## src/core/ssf_pkg.sv

```systemverilog
package ssf_pkg;
  // apb register map (byte addresses)
  localparam logic [7:0] FLAGS_ADDR = 8'h00;
  localparam logic [7:0] CTRL_ADDR = 8'h04;
  localparam logic [7:0] RXDATA_ADDR = 8'h08;
  localparam logic [7:0] TXDATA_ADDR = 8'h0C;
  // flags register field positions
  localparam int OVR_CLR_BIT = 15;
  localparam int TX_FORCE_BIT = 14;
  localparam int DMA_BIT = 13;
  localparam int IDLE_IRQ_BIT = 12;
  localparam int OVR_BIT = 11;
  localparam int RXF_BIT = 10;
  localparam int TXE_BIT = 9;
  localparam int TBI_BIT = 8;
  // ctrl register field positions
  localparam int RIE_BIT = 0;
  localparam int TIE_BIT = 1;
  localparam int WAIT_POINT_SELECT_BIT = 2;
  localparam int EN_BIT = 3;
  localparam int FIFO_EN_BIT = 4;
  localparam int FIFO_RX_IDLE_IRQ_ALLOW_BIT = 5;
  localparam int CNT_LSB = 8;
  // reset values
  localparam logic RST_TXE = 1'b1;
  localparam logic RST_TBI = 1'b1;
  localparam logic [7:0] RST_TXDATA = 8'hFF;
  // receive fifo
  localparam int FIFO_DEPTH = 16;
  localparam int FIFO_AW = 4;
  // idle detection: more than 8 baud clocks
  localparam logic [3:0] IDLE_LIMIT = 4'h8;
endpackage

```

## src/core/ssf_status_flags.sv

```systemverilog
`timescale 1ns/1ps
module ssf_status_flags (
  input wire logic pclk,
  input wire logic presetn,
  input wire logic psel,
  input wire logic penable,
  input wire logic pwrite,
  input wire logic [7:0] paddr,
  input wire logic [31:0] pwdata,
  output logic [31:0] prdata,
  output logic pready,
  output logic pslverr,
  input wire logic scl_in,
  input wire logic baud_tick,
  input wire logic [7:0] rx_byte,
  input wire logic rx_byte_valid,
  input wire logic rx_ack_done,
  input wire logic rx_overrun,
  input wire logic bit9_event,
  input wire logic tx_load,
  input wire logic rx_active,
  input wire logic first_byte,
  input wire logic direction_is_send,
  input wire logic is_master,
  input wire logic reserved_addr,
  input wire logic bus_fault_flag,
  output logic [7:0] tx_data,
  output logic scl_hold_low,
  output logic rx_irq,
  output logic tx_irq,
  output logic tx_idle_irq,
  output logic dma_mode,
  output logic rx_full_flag,
  output logic tx_empty_flag,
  output logic tx_bus_idle_flag,
  output logic overrun_flag
);
  localparam int FIFO_DEPTH_L = ssf_pkg::FIFO_DEPTH;

  // control register fields, plus the idle interrupt enable of the flags register
  logic rx_irq_allow;
  logic tx_irq_allow;
  logic wait_point_select;
  logic if_enable;
  logic fifo_en;
  logic fifo_rx_idle_irq_allow;
  logic [4:0] fifo_count_cfg;
  logic tx_idle_irq_allow;

  // receive holding register and fifo storage
  logic [7:0] rx_holding_reg;
  logic [7:0] fifo_mem [FIFO_DEPTH_L-1:0];
  logic [ssf_pkg::FIFO_AW-1:0] wr_ptr;
  logic [ssf_pkg::FIFO_AW-1:0] rd_ptr;
  logic [4:0] fifo_level;

  // idle count, ack stretch and scl bit tracking
  logic [3:0] idle_cnt;
  logic hold_ack;
  logic [2:0] scl_sync;
  logic scl_fell;
  logic bit_cnt_eight;
  logic [3:0] bit_cnt;

  // apb decode
  logic wr_en;
  logic rd_en;
  logic addr_ok;
  logic rx_read;
  logic tx_write;
  logic fifo_full;
  logic fifo_empty;
  logic fifo_push;
  logic fifo_pop;
  assign wr_en = psel & penable & pwrite;
  assign rd_en = psel & penable & ~pwrite;
  assign addr_ok = (paddr == ssf_pkg::FLAGS_ADDR) | (paddr == ssf_pkg::CTRL_ADDR) |
                   (paddr == ssf_pkg::RXDATA_ADDR) | (paddr == ssf_pkg::TXDATA_ADDR);
  // zero wait state slave, error on unmapped address
  assign pready = 1'b1;
  assign pslverr = psel & penable & ~addr_ok;
  // data register strobes
  assign rx_read = rd_en & (paddr == ssf_pkg::RXDATA_ADDR);
  assign tx_write = wr_en & (paddr == ssf_pkg::TXDATA_ADDR);
  // fifo level flags
  assign fifo_full = (fifo_level == 5'(ssf_pkg::FIFO_DEPTH));
  assign fifo_empty = (fifo_level == 5'h00);
  // overrun data is never stored
  assign fifo_push = fifo_en & rx_byte_valid & ~rx_overrun & ~fifo_full;
  assign fifo_pop = fifo_en & rx_read & ~fifo_empty;

  // scl edge detect, second and third stages differ
  always_ff @(posedge pclk or negedge presetn) begin
    if (!presetn) begin
      scl_sync <= 3'h7; // idle high, no false edge after reset
    end else begin
      scl_sync <= {scl_sync[1:0], scl_in};
    end
  end
  assign scl_fell = scl_sync[2] & ~scl_sync[1];

  // count data bits by falling scl while receiving
  // the ack fall wraps the count, so each byte starts from zero
  always_ff @(posedge pclk or negedge presetn) begin
    if (!presetn) begin
      bit_cnt <= 4'h0;
    end else if (!rx_active) begin
      bit_cnt <= 4'h0;
    end else if (scl_fell && bit_cnt == 4'h8) begin
      bit_cnt <= 4'h0; // ninth fall ends the byte
    end else if (scl_fell) begin
      bit_cnt <= bit_cnt + 4'h1;
    end
  end
  assign bit_cnt_eight = rx_active & scl_fell & (bit_cnt == 4'h7);

  // control register
  always_ff @(posedge pclk or negedge presetn) begin
    if (!presetn) begin
      rx_irq_allow <= 1'b0;
      tx_irq_allow <= 1'b0;
      wait_point_select <= 1'b0;
      if_enable <= 1'b0;
      fifo_en <= 1'b0;
      fifo_rx_idle_irq_allow <= 1'b0;
      fifo_count_cfg <= 5'h01;
    end else if (wr_en && paddr == ssf_pkg::CTRL_ADDR) begin
      rx_irq_allow <= pwdata[ssf_pkg::RIE_BIT];
      tx_irq_allow <= pwdata[ssf_pkg::TIE_BIT];
      wait_point_select <= pwdata[ssf_pkg::WAIT_POINT_SELECT_BIT];
      if_enable <= pwdata[ssf_pkg::EN_BIT];
      fifo_en <= pwdata[ssf_pkg::FIFO_EN_BIT];
      fifo_rx_idle_irq_allow <= pwdata[ssf_pkg::FIFO_RX_IDLE_IRQ_ALLOW_BIT];
      fifo_count_cfg <= pwdata[ssf_pkg::CNT_LSB +: 5];
    end
  end

  // dma mode and idle interrupt enable
  always_ff @(posedge pclk or negedge presetn) begin
    if (!presetn) begin
      dma_mode <= 1'b0;
      tx_idle_irq_allow <= 1'b0;
    end else if (wr_en && paddr == ssf_pkg::FLAGS_ADDR) begin
      if (!if_enable) begin
        dma_mode <= pwdata[ssf_pkg::DMA_BIT];
      end
      // forced zero while dma mode off
      tx_idle_irq_allow <= pwdata[ssf_pkg::IDLE_IRQ_BIT] & dma_mode;
    end else if (!dma_mode) begin
      tx_idle_irq_allow <= 1'b0;
    end
  end

  // overrun flag: event wins over clear
  always_ff @(posedge pclk or negedge presetn) begin
    if (!presetn) begin
      overrun_flag <= 1'b0;
    end else if (rx_byte_valid && rx_overrun) begin
      overrun_flag <= 1'b1;
    end else if (wr_en && paddr == ssf_pkg::FLAGS_ADDR && pwdata[ssf_pkg::OVR_CLR_BIT]) begin
      overrun_flag <= 1'b0;
    end
  end

  // receive holding register and fifo storage
  always_ff @(posedge pclk) begin
    if (fifo_push) begin
      fifo_mem[wr_ptr] <= rx_byte;
    end
  end
  always_ff @(posedge pclk or negedge presetn) begin
    if (!presetn) begin
      wr_ptr <= '0;
      rd_ptr <= '0;
      fifo_level <= 5'h00;
    end else if (!fifo_en) begin
      wr_ptr <= '0;
      rd_ptr <= '0;
      fifo_level <= 5'h00;
    end else begin
      if (fifo_push) begin
        wr_ptr <= wr_ptr + 1'b1;
      end
      if (fifo_pop) begin
        rd_ptr <= rd_ptr + 1'b1;
      end
      fifo_level <= fifo_level + {4'h0, fifo_push} - {4'h0, fifo_pop};
    end
  end
  always_ff @(posedge pclk or negedge presetn) begin
    if (!presetn) begin
      rx_holding_reg <= 8'h00;
    end else if (!fifo_en && rx_byte_valid && !rx_overrun) begin
      rx_holding_reg <= rx_byte;
    end else if (fifo_pop) begin
      rx_holding_reg <= fifo_mem[rd_ptr];
    end
  end

  // idle counter on baud clocks
  always_ff @(posedge pclk or negedge presetn) begin
    if (!presetn) begin
      idle_cnt <= 4'h0;
    end else if (rx_read || rx_byte_valid || !fifo_en || fifo_empty) begin
      idle_cnt <= 4'h0;
    end else if (baud_tick && idle_cnt <= ssf_pkg::IDLE_LIMIT) begin
      idle_cnt <= idle_cnt + 4'h1;
    end
  end

  // receive full flag
  always_ff @(posedge pclk or negedge presetn) begin
    if (!presetn) begin
      rx_full_flag <= 1'b0;
    end else if (fifo_en) begin
      if (fifo_level >= fifo_count_cfg && fifo_count_cfg != 5'h00) begin
        rx_full_flag <= 1'b1;
      end else if (fifo_rx_idle_irq_allow && idle_cnt > ssf_pkg::IDLE_LIMIT &&
                   fifo_level < fifo_count_cfg && !bus_fault_flag) begin
        rx_full_flag <= 1'b1;
      end else if (fifo_empty || (fifo_pop && fifo_level == 5'h01)) begin
        rx_full_flag <= 1'b0;
      end
    end else if (bit_cnt_eight || (rx_byte_valid && !rx_overrun)) begin
      rx_full_flag <= 1'b1;
    end else if (rx_read) begin
      rx_full_flag <= 1'b0;
    end
  end

  // scl stretch after ack when wait point is the ninth bit
  always_ff @(posedge pclk or negedge presetn) begin
    if (!presetn) begin
      hold_ack <= 1'b0;
    end else if (!rx_full_flag) begin
      hold_ack <= 1'b0;
    end else if (rx_ack_done) begin
      hold_ack <= 1'b1;
    end
  end

  // transmit holding register and tx-empty
  always_ff @(posedge pclk or negedge presetn) begin
    if (!presetn) begin
      tx_data <= ssf_pkg::RST_TXDATA;
      tx_empty_flag <= ssf_pkg::RST_TXE;
    end else if (tx_load) begin
      tx_empty_flag <= 1'b1;
    end else if (wr_en && paddr == ssf_pkg::FLAGS_ADDR && pwdata[ssf_pkg::TX_FORCE_BIT]) begin
      tx_empty_flag <= 1'b1;
    end else if (tx_write && tx_empty_flag) begin
      tx_data <= pwdata[7:0];
      tx_empty_flag <= 1'b0;
    end
  end

  // transmit bus idle flag
  logic send_phase;
  logic tbi_set;
  assign send_phase = is_master | direction_is_send;
  assign tbi_set = (bit_cnt_eight && wait_point_select && send_phase && !first_byte &&
                    tx_empty_flag) ||
                   (bit9_event && tx_empty_flag &&
                    ((is_master && first_byte && !reserved_addr) ||
                     (!wait_point_select && send_phase && !first_byte))) ||
                   (dma_mode && wr_en && paddr == ssf_pkg::FLAGS_ADDR &&
                    pwdata[ssf_pkg::TX_FORCE_BIT]);
  always_ff @(posedge pclk or negedge presetn) begin
    if (!presetn) begin
      tx_bus_idle_flag <= ssf_pkg::RST_TBI;
    end else if (tbi_set) begin
      tx_bus_idle_flag <= 1'b1;
    end else if (tx_write) begin
      tx_bus_idle_flag <= 1'b0;
    end
  end

  // scl hold and interrupt requests, all but rx_irq selected by dma mode
  always_comb begin
    scl_hold_low = 1'b0;
    if (dma_mode) begin
      if (fifo_en) begin
        scl_hold_low = rx_active & fifo_full;
      end else if (rx_active && !first_byte && rx_full_flag) begin
        scl_hold_low = wait_point_select | hold_ack;
      end
      if (tx_bus_idle_flag && !first_byte && !rx_active) begin
        scl_hold_low = 1'b1;
      end
    end
  end
  // rx interrupt from data or overrun
  assign rx_irq = rx_irq_allow & (rx_full_flag | overrun_flag);
  // tx interrupts, normal or dma flavour
  assign tx_irq = tx_irq_allow & tx_empty_flag & ~dma_mode;
  assign tx_idle_irq = dma_mode & tx_idle_irq_allow & tx_bus_idle_flag;

  // read data
  always_ff @(posedge pclk or negedge presetn) begin
    if (!presetn) begin
      prdata <= 32'h0000_0000;
    end else if (psel && !penable && !pwrite) begin
      unique case (paddr)
        ssf_pkg::FLAGS_ADDR: prdata <= {16'h0000, 2'b00, dma_mode, tx_idle_irq_allow,
                                        overrun_flag, rx_full_flag, tx_empty_flag,
                                        tx_bus_idle_flag, 8'h00};
        ssf_pkg::CTRL_ADDR: prdata <= {19'h00000, fifo_count_cfg, 2'b00,
                                       fifo_rx_idle_irq_allow, fifo_en, if_enable,
                                       wait_point_select, tx_irq_allow, rx_irq_allow};
        ssf_pkg::RXDATA_ADDR: prdata <= {24'h000000,
                                         fifo_en ? fifo_mem[rd_ptr] : rx_holding_reg};
        default: prdata <= 32'h0000_0000;
      endcase
    end
  end
endmodule

```

## config.mk

```make
export PLATFORM = sky130hd
export DESIGN_NAME = ssf_status_flags
export DESIGN_NICKNAME = d
export VERILOG_FILES = /design/src/core/ssf_pkg.sv /design/src/core/ssf_status_flags.sv
export SDC_FILE = /design/constraint.sdc
export NUM_CORES = 1
export LEC_CHECK = 0
export ABC_AREA = 1
export BUFFER_PORTS_ARGS = -buffer_cell sky130_fd_sc_hd__buf_4
export CORE_MARGIN = 4
export CORE_UTILIZATION = 60
export CTS_BUF_LIST = sky130_fd_sc_hd__clkbuf_4 sky130_fd_sc_hd__clkbuf_8
export DETAILED_ROUTE_END_ITERATION = 7
export HOLD_SLACK_MARGIN = 0.02
export PLACE_DENSITY = 0.8
export SYNTH_ARGS = -nofsm -noshare
export SYNTH_HDL_FRONTEND = slang
export SYNTH_SLANG_ARGS = --single-unit
```

## constraint.sdc

```tcl
create_clock -name pclk -period 6.05 [get_ports pclk]
set_input_delay 0.605 -clock pclk [delete_from_list [all_inputs] [get_ports pclk]]
set_output_delay 0.605 -clock pclk [all_outputs]
set_load 0.02 [all_outputs]
```

* After elaboration in Yosys (flattened, before gate mapping) *
Memory sizes are Yosys's and may differ from the RTL's.
Index checks and enable logic that the tools add are counted.

word-level totals
  logic and storage cells = 185
  memories kept = 1
  register bits = 90
  output and inout port bits = 51
  memory bits (writable) = 128
  input bits = 66

operators by class
  add/subtract/negate cells = 6
  eq/ne operators = 13
  muxes and demuxes = 37
  reduce and logical (&&, ||, !) cells = 64
  bitwise operators = 37
  $lt $le $gt $ge = 4

memory list
  memory    depth  bits a word  rd ports  clocked after Yosys merged registers in  write ports  line                    source
  fifo_mem  16     8            1         0                                        1            ssf_status_flags.sv:52  logic [7:0] fifo_mem [FIFO_DEPTH_L-1:0];

operator list
  kind                                                             number
  14-bit case mux with 3 select lines                              1
  4-bit two-way mux                                                9
  1-bit logical AND                                                35
  8-bit two-way mux                                                3
  1-bit two-way mux                                                23
  1-bit bitwise AND                                                21
  4-bit by 1-bit adder with 4-bit output, second input constant    4
  8-bit by 4-bit == test with 1-bit output, second input constant  2
  1-bit NOT                                                        10
  1-bit logical NOT                                                9
  8-bit by 3-bit == test with 1-bit output, second input constant  1
  8-bit logical NOT                                                1
  1-bit logical OR                                                 8
  2-bit nonzero test                                               4
  2-bit by 1-bit != test with 1-bit output, second input constant  3
  1-bit bitwise OR                                                 6
  3-bit nonzero test                                               2
  5-bit by 1-bit adder with 5-bit output                           1
  5-bit by 1-bit == test with 1-bit output, second input constant  1
  5-bit == test, second input constant                             1
  5-bit >= comparator                                              1
  5-bit logical NOT                                                1
  5-bit < comparator                                               1
  5-bit two-way mux                                                1
  other kinds (11)                                                 12

* Logic depth before layout (Yosys ltp) *
  word-level depth = 11
  gate-level depth with buffers = 17
  depth with buffers taken out = 16

* Worst setup path before layout *
OpenSTA, ideal clock, no wires.

  path type = input-to-reg
  from = in paddr[7]
  to = reg fifo_level[4]
  arrival = 2600 ps
  setup time = 123 ps
  buffers on the path = 1
  stages on the path = 17
  setup slack = 3328 ps
  data required time = 5927 ps
  path through = nor2_2 -> nand3_2 -> nor2_4 -> nand4_4 -> nor2_4 -> buf_6 -> ha_1 -> inv_1 -> ha_1 -> inv_1 -> fa_1 -> inv_1 -> a21oi_1 -> nor2_1 -> nor2_1 -> xor2_1 -> nor2_1

on the way
  cells in the longest elaborated chain, start to end = 6

RTL lines
  item                                         line                     source
  from (decl)                                  ssf_status_flags.sv:8    input wire logic [7:0] paddr,
  8-bit by 4-bit == test with 1-bit output     ssf_status_flags.sv:83   assign rx_read = rd_en & (paddr == ssf_pkg::RXDATA_ADDR);
  1-bit bitwise AND                            ssf_status_flags.sv:83
  1-bit bitwise AND (2 in series)              ssf_status_flags.sv:90   assign fifo_pop = fifo_en & rx_read & ~fifo_empty;
  5-bit by 1-bit subtractor with 5-bit output  ssf_status_flags.sv:187  fifo_level <= fifo_level + {4'h0, fifo_push} - {4'h0, fifo_pop};
  5-bit two-way mux                            ssf_status_flags.sv:176  end else if (!fifo_en) begin
  to (signal assigned)                         ssf_status_flags.sv:187
  to (decl)                                    ssf_status_flags.sv:55   logic [4:0] fifo_level;

Every way passes these cells.
A chain may end at the register's enable or synchronous reset.

* Final worst setup path *
  from = reg fifo_en
  to = reg fifo_level[4]

on the way
  cells in the longest elaborated chain, start to end = 6
  elaborated cells between the ends (all ways) = 8
  classes of those cells = 2 x add/sub; 1 x mux; 5 x bitwise

RTL lines
  item                                         line                     source
  from (decl)                                  ssf_status_flags.sv:45   logic fifo_en;
  from (signal assigned)                       ssf_status_flags.sv:132  fifo_en <= pwdata[ssf_pkg::FIFO_EN_BIT];
  1-bit bitwise AND (3 in series)              ssf_status_flags.sv:89   assign fifo_push = fifo_en & rx_byte_valid & ~rx_overrun & ~fifo_full;
  5-bit by 1-bit adder with 5-bit output       ssf_status_flags.sv:187
  5-bit by 1-bit subtractor with 5-bit output  ssf_status_flags.sv:187
  5-bit two-way mux *                          ssf_status_flags.sv:176

Mark *: on every way between the ends. The rest lies on a longest branch, timed or not.

==> run_results.csv <==
group,metric,value,unit
sta,tns,0,ns
logic_synthesis,synth_area,9398,µm²
critical_path,worstSetupPathType,"reg2reg",
global_routing,grt_max_degree,81,
critical_path,path_buf_inv,3,
detailed_routing,vias,6842,
sta,clock-skew-final,0.01670,ns
detailed_routing,routed_wl,20.56,mm
critical_path,startpoint_type,"register",
detailed_routing,dr.pass1.iters,7,
clock_network,root_buffer,"clkbuf_8",
detailed_routing,ant_nets,0,
layout,top_register,"fifo_mem",
sta,fin_ws,2.962,ns
floorplan,initial_core_util,61.59,%
critical_path,crit_path_cell_trace,"nand2_1, nor2_4, ha_1, inv_1, ha_1, inv_1, fa_1, inv_1, a21oi_1, nor2_1, nor2_1, xor2_1, nor2_1",
sta,tightest_slew,0.9622,ns
logic_synthesis,synth_area_leaders,"edfxtp_1 41%, dfrtp_1 15%, nand2_1 12%",
clock_network,path_clk_slew,0.10,ns
clock_network,ctsResizeCount,0,
global_routing,grt-ovfl-total,0,
sta,fin_crit,3.088,ns
power_and_ir_drop,finalPower,0.002391,W
sta,hold_viol,0,
place,pre_cts_slack,2.893,ns
clock_network,clock_sinks,200,
layout,antenna_cells,0,
global_routing,grt_pass1_wl,32.90,mm
power_and_ir_drop,p_leak,4.555,nW
floorplan,dieArea,17730,µm²
clock_network,cts.path.max_buffers,2,
clock_network,clk_latency,0.49,ns
logic_synthesis,synth_top_area_share,40.90,%
critical_path,slowest_stage,"dfrtp_1",
sta,max_freq,323.8,MHz
layout,fin_nets,1146,
logic_synthesis,ys.warnings.count,0,
clock_network,numCtsBuffers,17,
layout,fillCellCount,1160,
critical_path,worstReg2RegStart,"fifo_en$_DFFE_PN0P_",
place,gp_congestion,0.8984,
critical_path,path_max_fanout,31,
critical_path,worstSetupEndpointType,"register",
sta,slew_violations,0,
global_routing,grt_pass1_vias,6608,
detailed_routing,post_drt_wl_per_cell,16.02,µm
layout,biggestRegsByFlops,"fifo_mem: 128 flops, prdata: 14 flops",
detailed_routing,vias_per_cell,5.333,
floorplan,core,15260,µm²
power_and_ir_drop,peakVddDrop,0.2192,mV
clock_network,cts.hold.buffers_added,0,
clock_network,htree_levels,4,
layout,drive_gt1_share,14.93,%
detailed_routing,initialDrtViolationCount,632,
run,maxCapViolations,0,
place,io_buffers,81,
power_and_ir_drop,cellPowerDensity,230.2,nW/µm²
sta,rsz0062_at_grt,"no",
logic_synthesis,synth_cell_types,46,
floorplan,die_height,133.2,µm
critical_path,max_stage_delay,0.98,ns
status,status,"complete, no violations",
critical_path,critPathTopFamily,"flip-flops",
clock_network,cts_tree,"done",
sta,setup_viol,0,
layout,largest_reg_flops,128,
logic_synthesis,syn_area_per_cell,9.502,µm²
logic_synthesis,ys_ff_latch,200,
sta,finalCritPeriodShare,51.04,%
floorplan,fp.dieW,133.2,µm
worst_hold_path,hold_path.class,"in2async",
floorplan,rows,45,
critical_path,cp-startpoint,"fifo_en$_DFFE_PN0P_",
sta,slew_headroom,35.85,%
detailed_routing,drc,0,
global_routing,grt_use_total,23.88,%
logic_synthesis,yosys.area.top_type,"edfxtp_1",
floorplan,ios,117,
place,dpl.hpwl,13.99,mm
critical_path,worstPathArrival,3.46,ns
global_routing,grt_antenna_before_repair,0,
layout,area_delta_synth_final,10.54,%
clock_network,cts_setup_buffers,0,
logic_synthesis,ys_seq_area_share,60.26,%
logic_synthesis,syn_inst,989,
critical_path,crit_required,6.43,ns
## metrics by stage
stage,std cells,hold slack [ns],area (µm²),util (%)
CTS,1283,0.1981,10390,68.09
floorplan,1006,0.3094,9462,-
finish,1283,0.2234,10390,68.09
detailed placement,1251,0.3491,10020,65.69
global route,1283,0.1903,10390,68.09
global placement,1251,0.3477,10020,65.69
## cell usage in the layout, fill, tap and decap left out, types with 3 or more instances in the layout
cell      instances
a21oi_1          23
a31oi_1           3
buf_4            82
clkbuf_8         21
clkinv_2          4
conb_1           19
dfrtp_1          57
dfstp_2          14
edfxtp_1        128
ha_1             20
inv_1            88
inv_2             5
inv_6             3
nand2_1         304
nand2_2           4
nand3_1          61
nand4_1           4
nor2_1          126
nor2_2            3
nor2_4            4
nor3_1            8
o211ai_1          5
o21ai_0          34
o21ai_1           8
o21ai_2           8
o22ai_1           5
xor2_1            4
## report_power, final
group	internal [W]	total (W)	leakage, nW	switching [W]
combinational	0.0000422	0.000122	2.31	0.0000803
clock	0.000335	0.000788	0.199	0.000453
sequential	0.00147	0.00148	2.05	0.0000102
total	0.00185	0.00239	4.55	0.000543
## cell type report
type	count	area, µm²	share of cell area [%]
tap	211	264.0	2.541
sequential	200	5664	54.52
inverter	95	357.8	3.445
timing repair buffer	82	615.6	5.926
multi-input combinational	663	3122	30.05
clock buffer	22	296.5	2.854
clock inverter	10	68.82	0.6624
## cells in the mapped netlist, drive strengths merged
master and number:
o21a 2, inv 92, and3 1, o211ai 5
dfstp 14, nand2 309, nand3 64, clkbuf 4
nand4 5, ha 20, o22ai 5, a21oi 23
a31oi 3, buf 44, a22o 1, xnor2 2
o31ai 2, a211oi 1, edfxtp 128, nand3b 1
dfrtp 58, nor4 1, o21ai 50, a41oi 1
clkinv 3, fa 1, nor2 133, nor3 10
xor2 4, conb 2
## cells by family (layout without fill, tap and decap cells)
| logic type | Yosys count | in the layout | synth area share (%) |
|---|---|---|---|
| compound gates | 93 | 93 | 5.725 |
| flops | 200 | 200 | 60.26 |
| other cells | 2 | 19 | 0.07991 |
| fa+ha+maj | 21 | 21 | 2.876 |
| buf+inv | 143 | 209 | 7.203 |
| xor+xnor | 6 | 6 | 0.5592 |
| simple gates | 524 | 524 | 23.30 |
## path summary, 6_finish.rpt
path	to	slack, ns	cells after the start
setup / recovery	fifo_level[4]$_DFF_PN0_	2.96	13
hold / removal	prdata[12]$_DFFE_PN0P_	0.22	1
setup reg to reg	fifo_level[4]$_DFF_PN0_	2.96	13
hold reg to reg	scl_sync[1]$_DFF_PN1_	0.36	0
max in group asynchronous	rd_ptr[0]$_DFFE_PN0P_	5.18	1
min in group pclk	scl_sync[0]$_DFF_PN1_	0.23	1
## layer usage
layer  up-vias  global-route usage (%)  share of wire [%]
met4         0                   8.286                1.8
met2       267                   38.29                 48
li1       3315                       -                  -
met3        33                   5.551                7.8
met1      3227                   32.47                 42
met5         -                       0                  0
No activity file was read; power rests on OpenSTA's default activity.
